## src/usb_irq_pkg.sv

```systemverilog
// Purpose: Constants for the USB hub/function interrupt unit
// Assumes: Byte-wide register port, 25 MHz device clock
// Notes: Offsets are the printed word addresses of the register space
//
// Overview of operation
// - Endpoint flag sets when hardware updates that endpoint's control/status
// - Endpoint triggers depend on type: control, OUT or IN
// - Start-of-frame flag, bit 7, sets on a valid frame start packet
// - Frame-end-two flag, bit 6, sets ten clocks before next frame
// - Bits 5 and 4 of flags, acknowledge and enable read zero
// - Writing one to acknowledge bit clears the matching flag
// - Each frame/endpoint source requests only while its enable is one
// - Remote wakeup flag, bit 2, sets on wakeup request
// - Resume flag, bit 1, sets on resume at ports other than one
// - Global suspend flag, bit 0, sets on global suspend signaling
// - Suspend/resume flag with its enable set raises interrupt
// - With bus-reset enable, bus reset resets USB only, sets bit 3
// - Upper reserved suspend/resume bits read as zero
// - Writing zero to a suspend/resume flag bit clears that flag
package usb_irq_pkg;
   localparam logic [15:0] ADDR_EVENT_ENABLE = 16'h1ff3;
   localparam logic [15:0] ADDR_EVENT_ACK = 16'h1ff5;
   localparam logic [15:0] ADDR_EVENT_FLAGS = 16'h1ff7;
   localparam logic [15:0] ADDR_SR_FLAGS = 16'h1ffa;
   localparam logic [15:0] ADDR_SR_ENABLE = 16'h1ffb;
   localparam logic [7:0] EVENT_MASK = 8'hcf;
   localparam logic [7:0] SR_MASK = 8'h0f;
   localparam logic [7:0] RESET_VALUE = 8'h00;
   localparam int BIT_SOF = 7;
   localparam int BIT_EOF2 = 6;
   localparam int BIT_HUB_EP0 = 3;
   localparam int BIT_FUNC_EP2 = 2;
   localparam int BIT_FUNC_EP1 = 1;
   localparam int BIT_FUNC_EP0 = 0;
   localparam int BIT_BUS_RESET = 3;
   localparam int BIT_WAKEUP = 2;
   localparam int BIT_RESUME = 1;
   localparam int BIT_SUSPEND = 0;
   localparam int EP_COUNT = 4;
   localparam logic [1:0] EP_CONTROL = 2'h0;
   localparam logic [1:0] EP_OUT = 2'h1;
   localparam logic [1:0] EP_IN = 2'h2;
endpackage : usb_irq_pkg
```

## src/usb_hub_interrupt_unit.sv

```systemverilog
// Purpose: Collect USB hub and function events into CPU interrupt flags
// Assumes: Event inputs are one-cycle pulses synchronous to clock
// Notes: EOF2 timing comes from the hub frame timer as a pulse
`timescale 1ns/1ns
module usb_hub_interrupt_unit (
   input wire logic clock,
   input wire logic rst,
   input wire logic [15:0] address,
   input wire logic [7:0] write_data,
   input wire logic write_strobe,
   input wire logic read_strobe,
   output logic [7:0] read_data,
   input wire logic sof_received,
   input wire logic eof2_point,
   input wire logic [3:0] ep_rx_out_set,
   input wire logic [3:0] ep_tx_ready_cleared,
   input wire logic [3:0] ep_tx_complete_set,
   input wire logic [3:0] ep_stall_sent_set,
   input wire logic [3:0] ep_rx_setup_set,
   input wire logic [7:0] ep_type,
   input wire logic wakeup_request,
   input wire logic [3:0] port_resume,
   input wire logic global_suspend,
   input wire logic bus_reset,
   output logic usb_reset,
   output logic cpu_reset,
   output logic irq
);
   // Endpoint index order: 0 func ep0, 1 func ep1, 2 func ep2, 3 hub ep0
   logic [7:0] event_flags;
   logic [7:0] next_event_flags;
   logic [7:0] event_enable;
   logic [7:0] next_event_enable;
   logic [7:0] sr_flags;
   logic [7:0] next_sr_flags;
   logic [7:0] sr_enable;
   logic [7:0] next_sr_enable;
   logic [7:0] read_value;
   logic [7:0] next_read_data;
   logic [1:0] ep_kind [usb_irq_pkg::EP_COUNT];
   logic [3:0] rx_out_hit;
   logic [3:0] tx_ready_hit;
   logic [3:0] tx_done_hit;
   logic [3:0] stall_hit;
   logic [3:0] setup_hit;
   logic [3:0] ep_hit;
   logic [7:0] event_set;
   logic [7:0] sr_set;
   logic [7:0] event_clear;
   logic [7:0] sr_keep;
   logic [7:0] event_pending;
   logic [7:0] sr_pending;
   logic event_request;
   logic sr_request;
   logic write_event_enable;
   logic write_event_ack;
   logic write_sr_flags;
   logic write_sr_enable;
   logic read_event_flags;
   logic read_event_enable;
   logic read_event_ack;
   logic read_sr_flags;
   logic read_sr_enable;
   logic any_read;
   logic resume_seen;
   logic split_reset;
   logic bus_reset_flag_set;
   logic frame_start_flag;
   logic frame_end_two_flag;
   logic hub_ep_zero_flag;
   logic func_ep_zero_flag;
   logic func_ep_one_flag;
   logic func_ep_two_flag;
   logic remote_wakeup_flag;
   logic resume_flag;
   logic global_suspend_flag;
   logic bus_reset_flag;
   logic frame_start_irq_on;
   logic frame_end_two_irq_on;
   logic hub_ep_zero_irq_on;
   logic func_ep_zero_irq_on;
   logic func_ep_one_irq_on;
   logic func_ep_two_irq_on;
   logic remote_wakeup_irq_on;
   logic resume_irq_on;
   logic global_suspend_irq_on;
   logic bus_reset_irq_on;

   // Decode shared by every register select
   function automatic logic selects(input logic [15:0] addr,
         input logic [15:0] target, input logic strobe);
      selects = strobe & (addr == target);
   endfunction : selects

   // Mask and merge shared by both flag groups
   function automatic logic [7:0] merge_flags(input logic [7:0] held,
         input logic [7:0] set, input logic [7:0] mask);
      merge_flags = (held | set) & mask;
   endfunction : merge_flags

   // Endpoint kind decode, used by every trigger term
   function automatic logic is_control(input logic [1:0] kind);
      is_control = (kind == usb_irq_pkg::EP_CONTROL);
   endfunction : is_control

   function automatic logic is_out(input logic [1:0] kind);
      is_out = (kind == usb_irq_pkg::EP_OUT);
   endfunction : is_out

   function automatic logic is_in(input logic [1:0] kind);
      is_in = (kind == usb_irq_pkg::EP_IN);
   endfunction : is_in

   // One gate per source keeps the request terms uniform
   function automatic logic request(input logic flag, input logic enabled);
      request = flag & enabled;
   endfunction : request

   // Tx done alone also counts, so the ready-cleared term adds nothing new
   function automatic logic ep_trigger(input logic [1:0] kind,
         input logic rx_out, input logic tx_rdy_clr, input logic tx_done,
         input logic stall, input logic setup);
      logic ctl;
      logic outp;
      logic inp;
      ctl = is_control(kind);
      outp = is_out(kind);
      inp = is_in(kind);
      ep_trigger = ((ctl | outp) & rx_out)
         | ((ctl | inp) & tx_rdy_clr & tx_done)
         | ((ctl | inp) & (tx_done | stall))
         | (ctl & setup);
   endfunction : ep_trigger

   always_comb begin
      for (int i = 0; i < usb_irq_pkg::EP_COUNT; i++) begin
         ep_kind[i] = ep_type[2*i +: 2];
      end
   end

   // Per-endpoint terms kept apart so each trigger can be traced
   always_comb begin
      rx_out_hit = 4'h0;
      tx_ready_hit = 4'h0;
      tx_done_hit = 4'h0;
      stall_hit = 4'h0;
      setup_hit = 4'h0;
      for (int i = 0; i < usb_irq_pkg::EP_COUNT; i++) begin
         rx_out_hit[i] = ep_rx_out_set[i];
         tx_ready_hit[i] = ep_tx_ready_cleared[i];
         tx_done_hit[i] = ep_tx_complete_set[i];
         stall_hit[i] = ep_stall_sent_set[i];
         setup_hit[i] = ep_rx_setup_set[i];
      end
   end

   always_comb begin
      ep_hit = 4'h0;
      for (int i = 0; i < usb_irq_pkg::EP_COUNT; i++) begin
         ep_hit[i] = ep_trigger(ep_kind[i], rx_out_hit[i],
            tx_ready_hit[i], tx_done_hit[i], stall_hit[i],
            setup_hit[i]);
      end
   end

   // Address compare only; the master never raises both strobes
   always_comb begin
      write_event_enable = selects(address,
         usb_irq_pkg::ADDR_EVENT_ENABLE, write_strobe);
      write_event_ack = selects(address,
         usb_irq_pkg::ADDR_EVENT_ACK, write_strobe);
      write_sr_flags = selects(address,
         usb_irq_pkg::ADDR_SR_FLAGS, write_strobe);
      write_sr_enable = selects(address,
         usb_irq_pkg::ADDR_SR_ENABLE, write_strobe);
      read_event_flags = selects(address,
         usb_irq_pkg::ADDR_EVENT_FLAGS, read_strobe);
      read_event_enable = selects(address,
         usb_irq_pkg::ADDR_EVENT_ENABLE, read_strobe);
      read_event_ack = selects(address,
         usb_irq_pkg::ADDR_EVENT_ACK, read_strobe);
      read_sr_flags = selects(address,
         usb_irq_pkg::ADDR_SR_FLAGS, read_strobe);
      read_sr_enable = selects(address,
         usb_irq_pkg::ADDR_SR_ENABLE, read_strobe);
      any_read = read_strobe;
   end

   // Frame flags come straight from single-cycle timer pulses
   always_comb begin
      event_set = 8'h00;
      event_set[usb_irq_pkg::BIT_SOF] = sof_received;
      event_set[usb_irq_pkg::BIT_EOF2] = eof2_point;
      event_set[usb_irq_pkg::BIT_FUNC_EP0] = ep_hit[0];
      event_set[usb_irq_pkg::BIT_FUNC_EP1] = ep_hit[1];
      event_set[usb_irq_pkg::BIT_FUNC_EP2] = ep_hit[2];
      event_set[usb_irq_pkg::BIT_HUB_EP0] = ep_hit[3];
   end

   // Port one is the upstream port, so its resume never flags
   always_comb begin
      resume_seen = |port_resume[3:1];
      split_reset = sr_enable[usb_irq_pkg::BIT_BUS_RESET];
      bus_reset_flag_set = bus_reset & split_reset;
      sr_set = 8'h00;
      sr_set[usb_irq_pkg::BIT_WAKEUP] = wakeup_request;
      sr_set[usb_irq_pkg::BIT_RESUME] = resume_seen;
      sr_set[usb_irq_pkg::BIT_SUSPEND] = global_suspend;
      sr_set[usb_irq_pkg::BIT_BUS_RESET] = bus_reset_flag_set;
   end

   // Set wins over a clear arriving in the same cycle
   always_comb begin
      event_clear = 8'h00;
      if (write_event_ack) begin
         event_clear = write_data;
      end
      next_event_flags = merge_flags(event_flags & ~event_clear,
         event_set, usb_irq_pkg::EVENT_MASK);
   end

   always_ff @(posedge clock) begin
      if (rst) begin
         event_flags <= usb_irq_pkg::RESET_VALUE;
      end else begin
         event_flags <= next_event_flags;
      end
   end

   // Reserved enable bits are not stored, so they always read zero
   always_comb begin
      next_event_enable = event_enable;
      if (write_event_enable) begin
         next_event_enable = write_data & usb_irq_pkg::EVENT_MASK;
      end
   end

   always_ff @(posedge clock) begin
      if (rst) begin
         event_enable <= usb_irq_pkg::RESET_VALUE;
      end else begin
         event_enable <= next_event_enable;
      end
   end

   // Writing zero clears; writing one leaves a flag as it is
   always_comb begin
      sr_keep = 8'hff;
      if (write_sr_flags) begin
         sr_keep = write_data;
      end
      next_sr_flags = merge_flags(sr_flags & sr_keep, sr_set,
         usb_irq_pkg::SR_MASK);
   end

   always_ff @(posedge clock) begin
      if (rst) begin
         sr_flags <= usb_irq_pkg::RESET_VALUE;
      end else begin
         sr_flags <= next_sr_flags;
      end
   end

   // Bit 3 here splits the USB reset from the controller reset
   always_comb begin
      next_sr_enable = sr_enable;
      if (write_sr_enable) begin
         next_sr_enable = write_data & usb_irq_pkg::SR_MASK;
      end
   end

   always_ff @(posedge clock) begin
      if (rst) begin
         sr_enable <= usb_irq_pkg::RESET_VALUE;
      end else begin
         sr_enable <= next_sr_enable;
      end
   end

   // Acknowledge and unmapped addresses fall through to zero
   always_comb begin
      read_value = 8'h00;
      if (read_event_flags) begin
         read_value = event_flags;
      end
      if (read_event_enable) begin
         read_value = event_enable;
      end
      if (read_event_ack) begin
         read_value = 8'h00;
      end
      if (read_sr_flags) begin
         read_value = sr_flags;
      end
      if (read_sr_enable) begin
         read_value = sr_enable;
      end
      next_read_data = 8'h00;
      if (any_read) begin
         next_read_data = read_value;
      end
   end

   // Read data stands one cycle only and is zero otherwise
   always_ff @(posedge clock) begin
      if (rst) begin
         read_data <= 8'h00;
      end else begin
         read_data <= next_read_data;
      end
   end

   // Named views of the stored bits, one per interrupt source
   always_comb begin
      frame_start_flag = event_flags[usb_irq_pkg::BIT_SOF];
      frame_end_two_flag = event_flags[usb_irq_pkg::BIT_EOF2];
      hub_ep_zero_flag = event_flags[usb_irq_pkg::BIT_HUB_EP0];
      func_ep_zero_flag = event_flags[usb_irq_pkg::BIT_FUNC_EP0];
      func_ep_one_flag = event_flags[usb_irq_pkg::BIT_FUNC_EP1];
      func_ep_two_flag = event_flags[usb_irq_pkg::BIT_FUNC_EP2];
      remote_wakeup_flag = sr_flags[usb_irq_pkg::BIT_WAKEUP];
      resume_flag = sr_flags[usb_irq_pkg::BIT_RESUME];
      global_suspend_flag = sr_flags[usb_irq_pkg::BIT_SUSPEND];
      bus_reset_flag = sr_flags[usb_irq_pkg::BIT_BUS_RESET];
      frame_start_irq_on = event_enable[usb_irq_pkg::BIT_SOF];
      frame_end_two_irq_on = event_enable[usb_irq_pkg::BIT_EOF2];
      hub_ep_zero_irq_on = event_enable[usb_irq_pkg::BIT_HUB_EP0];
      func_ep_zero_irq_on = event_enable[usb_irq_pkg::BIT_FUNC_EP0];
      func_ep_one_irq_on = event_enable[usb_irq_pkg::BIT_FUNC_EP1];
      func_ep_two_irq_on = event_enable[usb_irq_pkg::BIT_FUNC_EP2];
      remote_wakeup_irq_on = sr_enable[usb_irq_pkg::BIT_WAKEUP];
      resume_irq_on = sr_enable[usb_irq_pkg::BIT_RESUME];
      global_suspend_irq_on = sr_enable[usb_irq_pkg::BIT_SUSPEND];
      bus_reset_irq_on = sr_enable[usb_irq_pkg::BIT_BUS_RESET];
   end

   // Combinational so an enable change shows at once
   always_comb begin
      event_pending = 8'h00;
      event_pending[usb_irq_pkg::BIT_SOF] = request(frame_start_flag,
         frame_start_irq_on);
      event_pending[usb_irq_pkg::BIT_EOF2] = request(frame_end_two_flag,
         frame_end_two_irq_on);
      event_pending[usb_irq_pkg::BIT_HUB_EP0] = request(hub_ep_zero_flag,
         hub_ep_zero_irq_on);
      event_pending[usb_irq_pkg::BIT_FUNC_EP0] = request(func_ep_zero_flag,
         func_ep_zero_irq_on);
      event_pending[usb_irq_pkg::BIT_FUNC_EP1] = request(func_ep_one_flag,
         func_ep_one_irq_on);
      event_pending[usb_irq_pkg::BIT_FUNC_EP2] = request(func_ep_two_flag,
         func_ep_two_irq_on);
      sr_pending = 8'h00;
      sr_pending[usb_irq_pkg::BIT_WAKEUP] = request(remote_wakeup_flag,
         remote_wakeup_irq_on);
      sr_pending[usb_irq_pkg::BIT_RESUME] = request(resume_flag,
         resume_irq_on);
      sr_pending[usb_irq_pkg::BIT_SUSPEND] = request(global_suspend_flag,
         global_suspend_irq_on);
      sr_pending[usb_irq_pkg::BIT_BUS_RESET] = request(bus_reset_flag,
         bus_reset_irq_on);
      event_request = |event_pending;
      sr_request = |sr_pending;
      irq = event_request | sr_request;
   end

   // Bus reset always reaches the USB side; the CPU only when not split
   always_comb begin
      usb_reset = bus_reset;
      cpu_reset = bus_reset & ~split_reset;
   end
endmodule : usb_hub_interrupt_unit

```

## config.mk

```make
export PLATFORM = sky130hd
export DESIGN_NAME = usb_hub_interrupt_unit
export DESIGN_NICKNAME = d
export VERILOG_FILES = /design/src/usb_irq_pkg.sv /design/src/usb_hub_interrupt_unit.sv
export SDC_FILE = /design/constraint.sdc
export NUM_CORES = 1
export LEC_CHECK = 0
export BUFFER_PORTS_ARGS = -buffer_cell sky130_fd_sc_hd__buf_4
export CORE_UTILIZATION = 44
export CTS_CLUSTER_DIAMETER = 100
export DETAILED_ROUTE_END_ITERATION = 16
export GPL_TIMING_DRIVEN = 0
export PLACE_DENSITY = 0.78
export SYNTH_ARGS = -nofsm -noshare
export SYNTH_HDL_FRONTEND = slang
export SYNTH_SLANG_ARGS = --single-unit
```

## constraint.sdc

```tcl
create_clock -name clock -period 1.7 [get_ports clock]
set_clock_uncertainty 0.2 [all_clocks]
set_input_delay 0.255 -clock clock [delete_from_list [all_inputs] [get_ports clock]]
set_output_delay 0.255 -clock clock [all_outputs]
set_load 0.005 [all_outputs]
```

==> impl_metrics.prom <==
# TYPE chip_impl_metric gauge
chip_impl_metric{name="ys_async_sr_fraction",unit="%"} 0
chip_impl_metric{name="worst_slew_pin_slew",unit="ns"} 0.568
chip_impl_metric{name="synth_seq_area_share",unit="%"} 38.1
chip_impl_metric{name="port_buffers",unit=""} 66
chip_impl_metric{name="synth_adder_area_share",unit="%"} 0
chip_impl_info{name="clock_tree.root_cell",value="clkbuf_4"} 1
chip_impl_metric{name="timing.slew.headroom",unit="%"} 62.1
chip_impl_metric{name="holdWs",unit="ns"} -0.0354
chip_impl_metric{name="dp.cells",unit=""} 265
chip_impl_metric{name="leak_pwr",unit="nW"} 0.919
chip_impl_metric{name="multiInputGateArea",unit="sq um"} 781
chip_impl_metric{name="vias",unit=""} 1622
chip_impl_metric{name="path_clk_slew",unit="ns"} 0.13
chip_impl_metric{name="cts_max_level",unit=""} 1
chip_impl_metric{name="yosys_register_bits",unit=""} 26
chip_impl_info{name="clock_tree_from_tritoncts",value="done"} 1
chip_impl_metric{name="areaGrowthSynthToFinish",unit="%"} 53.7
chip_impl_metric{name="setup-violations-final",unit=""} 1
chip_impl_metric{name="complex_gate_fraction_of_the_synthesized_area",unit="%"} 23.8
chip_impl_metric{name="crit_arrival",unit="ns"} 1.36
chip_impl_metric{name="max-clock-path-buffers",unit=""} 2
chip_impl_metric{name="average_detailed_routed_wire_length_per_instance",unit="um"} 14.9
chip_impl_metric{name="avgViaCountPerCell",unit=""} 5.69
chip_impl_metric{name="worst_ir_drop_vdd",unit="mV"} 0.605
chip_impl_metric{name="boundaryPins",unit=""} 76
chip_impl_metric{name="synth-simple-area-share",unit="%"} 27.9
chip_impl_info{name="synthDominantAreaCellType",value="dfxtp_1"} 1
chip_impl_metric{name="synth-warning-count",unit=""} 0
chip_impl_info{name="critical_path.startpoint_type",value="flop"} 1
chip_impl_info{name="synth_commonest_cells",value="26 x dfxtp_1, 22 x a21oi_1, 16 x o21ai_0"} 1
chip_impl_info{name="crit_path_end_kind",value="primary output"} 1
chip_impl_metric{name="diodes",unit=""} 0
chip_impl_metric{name="max_cap_violations",unit=""} 0
chip_impl_metric{name="syn_inst",unit=""} 167
chip_impl_metric{name="final_std_cells_w_o_fill",unit=""} 285
chip_impl_metric{name="cts_inserted_buffers",unit=""} 3
chip_impl_metric{name="die_w",unit="um"} 57.7
chip_impl_metric{name="post-route-cell-area",unit="sq um"} 2100
chip_impl_metric{name="fmax",unit="MHz"} 552
chip_impl_metric{name="first_global_vias",unit=""} 1555
chip_impl_metric{name="layout.area.seq",unit="sq um"} 523
chip_impl_metric{name="synthDistinctLibCells",unit=""} 33
chip_impl_metric{name="start_util",unit="%"} 47.9
chip_impl_metric{name="clkSinkCount",unit=""} 26
chip_impl_metric{name="layout-drive-gt1-share",unit="%"} 36.6
chip_impl_metric{name="syn-mean-instance-area",unit="sq um"} 8.18
chip_impl_info{name="synth_top_family_by_area",value="simple AND/OR/NAND/NOR gates"} 1
chip_impl_metric{name="drv_slew",unit=""} 0
chip_impl_metric{name="grt_start_max_net_pins",unit=""} 15
chip_impl_metric{name="grt.overflow.total",unit=""} 0
chip_impl_metric{name="nNetsFinal",unit=""} 320
chip_impl_metric{name="synthXorXnorAreaFrac",unit="%"} 0
chip_impl_info{name="crit_type",value="flop to primary output"} 1
chip_impl_metric{name="core-area",unit="sq um"} 2850
chip_impl_metric{name="report.final.hold_viol_count",unit=""} 1
chip_impl_metric{name="drt_pass1_iterations",unit=""} 10
chip_impl_info{name="hold_class",value="input port to flop"} 1
chip_impl_metric{name="antenna_violations_before_repair",unit=""} 0
chip_impl_metric{name="grt_use_total",unit="%"} 27.1
chip_impl_metric{name="worst_slack",unit="ns"} -0.111
chip_impl_metric{name="placementRows",unit=""} 19
chip_impl_metric{name="netlist.area_leader.share",unit="%"} 38.1
chip_impl_metric{name="dpl_worst_slack",unit="ns"} -0.400
chip_impl_metric{name="fillCellCount",unit=""} 220
chip_impl_metric{name="grt_pass1_wl",unit="um"} 6940
chip_impl_metric{name="die_area",unit="sq um"} 3330
chip_impl_info{name="ys_top_cells_by_area",value="dfxtp_1 38%, a21oi_1 8.1%, o21ai_0 5.9%, mux2i_1 4.4%, nor3_1 4.0%"} 1
chip_impl_metric{name="layout_min_cycle_time",unit="ns"} 1.81
chip_impl_metric{name="synth.area.mux_share",unit="%"} 4.40
chip_impl_metric{name="syn_area",unit="sq um"} 1370
chip_impl_metric{name="drtIter0Drc",unit=""} 87
chip_impl_metric{name="final_core_area_utilization",unit="%"} 73.6
chip_impl_info{name="synthFlopType",value="dfxtp_1"} 1
chip_impl_info{name="synthMostInstantiatedCell",value="dfxtp_1"} 1
chip_impl_metric{name="final_antenna_net_count",unit=""} 0
chip_impl_metric{name="min_period_over_period",unit="%"} 107
chip_impl_metric{name="dp_hpwl",unit="um"} 3040
chip_impl_metric{name="dpl-instance-area",unit="sq um"} 1900
chip_impl_metric{name="synth-edff-count",unit=""} 0
chip_impl_metric{name="route.final.wire_length",unit="um"} 4260
chip_impl_info{name="setup_repair_after_global_routing_missed_its_margin",value="true"} 1
chip_impl_info{name="violations_in_the_final_reports",value="DRC, hold timing, setup timing"} 1
chip_impl_metric{name="die_height",unit="um"} 57.7
chip_impl_metric{name="drc",unit=""} 2
chip_impl_metric{name="clock_latency",unit="ns"} 0.32
chip_impl_metric{name="routabilityCongestion",unit=""} 0.876
chip_impl_metric{name="critPathMaxFanout",unit=""} 2
chip_impl_metric{name="critical_path_required",unit="ns"} 1.24
chip_impl_info{name="run_status",value="complete, but fails checks"} 1
chip_impl_metric{name="p_per_area",unit="nW/um^2"} 568
## repair_timing
action	in CTS	in global routing
setup endpoints to repair	2	2
resized for setup	3	0
buffers inserted	3	1
pin swaps	3	0
hold endpoints to repair	12	0
hold buffers	13	0
## cell type report
type	instances	share of cell area, %
multi-input combinational	126	37.2
timing repair buffer	82	30.8
sequential	26	24.9
buffer	9	2.32
tap	31	1.85
clock buffer	4	1.73
inverter	7	1.25
## routing by layer
metal / track usage, % / share of wire [%] / vias to the layer above
met3: 4.91 / 8.2 / 4
met2: 51.0 / 53 / 75
met1: 32.1 / 39 / 747
met4: 5.44 / 0.68 / 0
li1: - / - / 796
met5: 0 / 0 / -
## cell families after synthesis
| group | count (synthesis) |
|---|---|
| and+or+nand+nor | 65 |
| AOI/OAI and AO/OA | 53 |
| DFF | 26 |
| buffers and inverters | 16 |
| muxes | 6 |
| other | 1 |
## layout by cell type, fill, tap and decap left out, types with 6 or more instances in the layout
cell | netlist | routed
a21oi_1 | 22 | 22
buf_4 | 3 | 73
dfxtp_1 | 26 | 24
dlygate4sd3_1 | 0 | 12
inv_1 | 7 | 7
mux2i_1 | 6 | 6
nand2_1 | 10 | 10
nand3_1 | 6 | 6
nand4_1 | 7 | 7
nor2_1 | 12 | 12
nor3_1 | 11 | 11
o21ai_0 | 16 | 16
## flip-flops by register name, indices dropped and copies added (netlist names)
register      flops
event_enable      6
event_flags       6
sr_flags          4
sr_enable         4
read_data         6
## worst max-delay path, stage by stage, from the launching register on
cell	delay (ns)
dfxtp_2	0.35
a22o_1	0.23
a221oi_2	0.17
nand4_1	0.12
buf_4	0.16
## power breakdown
| group | total, W | switching [W] | internal, W |
|---|---|---|---|
| Sequential | 0.000640 | 0.0000141 | 0.000626 |
| Combinational | 0.000238 | 0.0000930 | 0.000145 |
| Clock | 0.000313 | 0.000182 | 0.000131 |
| Total | 0.00119 | 0.000289 | 0.000903 |
## through the flow
stage                     power (W)  setup TNS [ns]
after floorplan            0.000724               0
after global placement     0.000860           -5.10
after detailed placement   0.000865           -5.31
after CTS                   0.00120         -0.0951
after global routing        0.00124          -0.215
final                       0.00119          -0.111
## worst paths after layout
path | depth (start not counted) | end | startpoint | slack, ns
setup / recovery | 4 | irq | event_enable[1] | -0.11
hold / removal | 3 | sr_flags[1] | port_resume[1] | -0.04
setup reg to reg | 5 | read_data[1] | event_enable[1] | 0.32
hold reg to reg | 2 | sr_flags[3] | sr_flags[3] | 0.31
(Power assumes the default switching activity.)
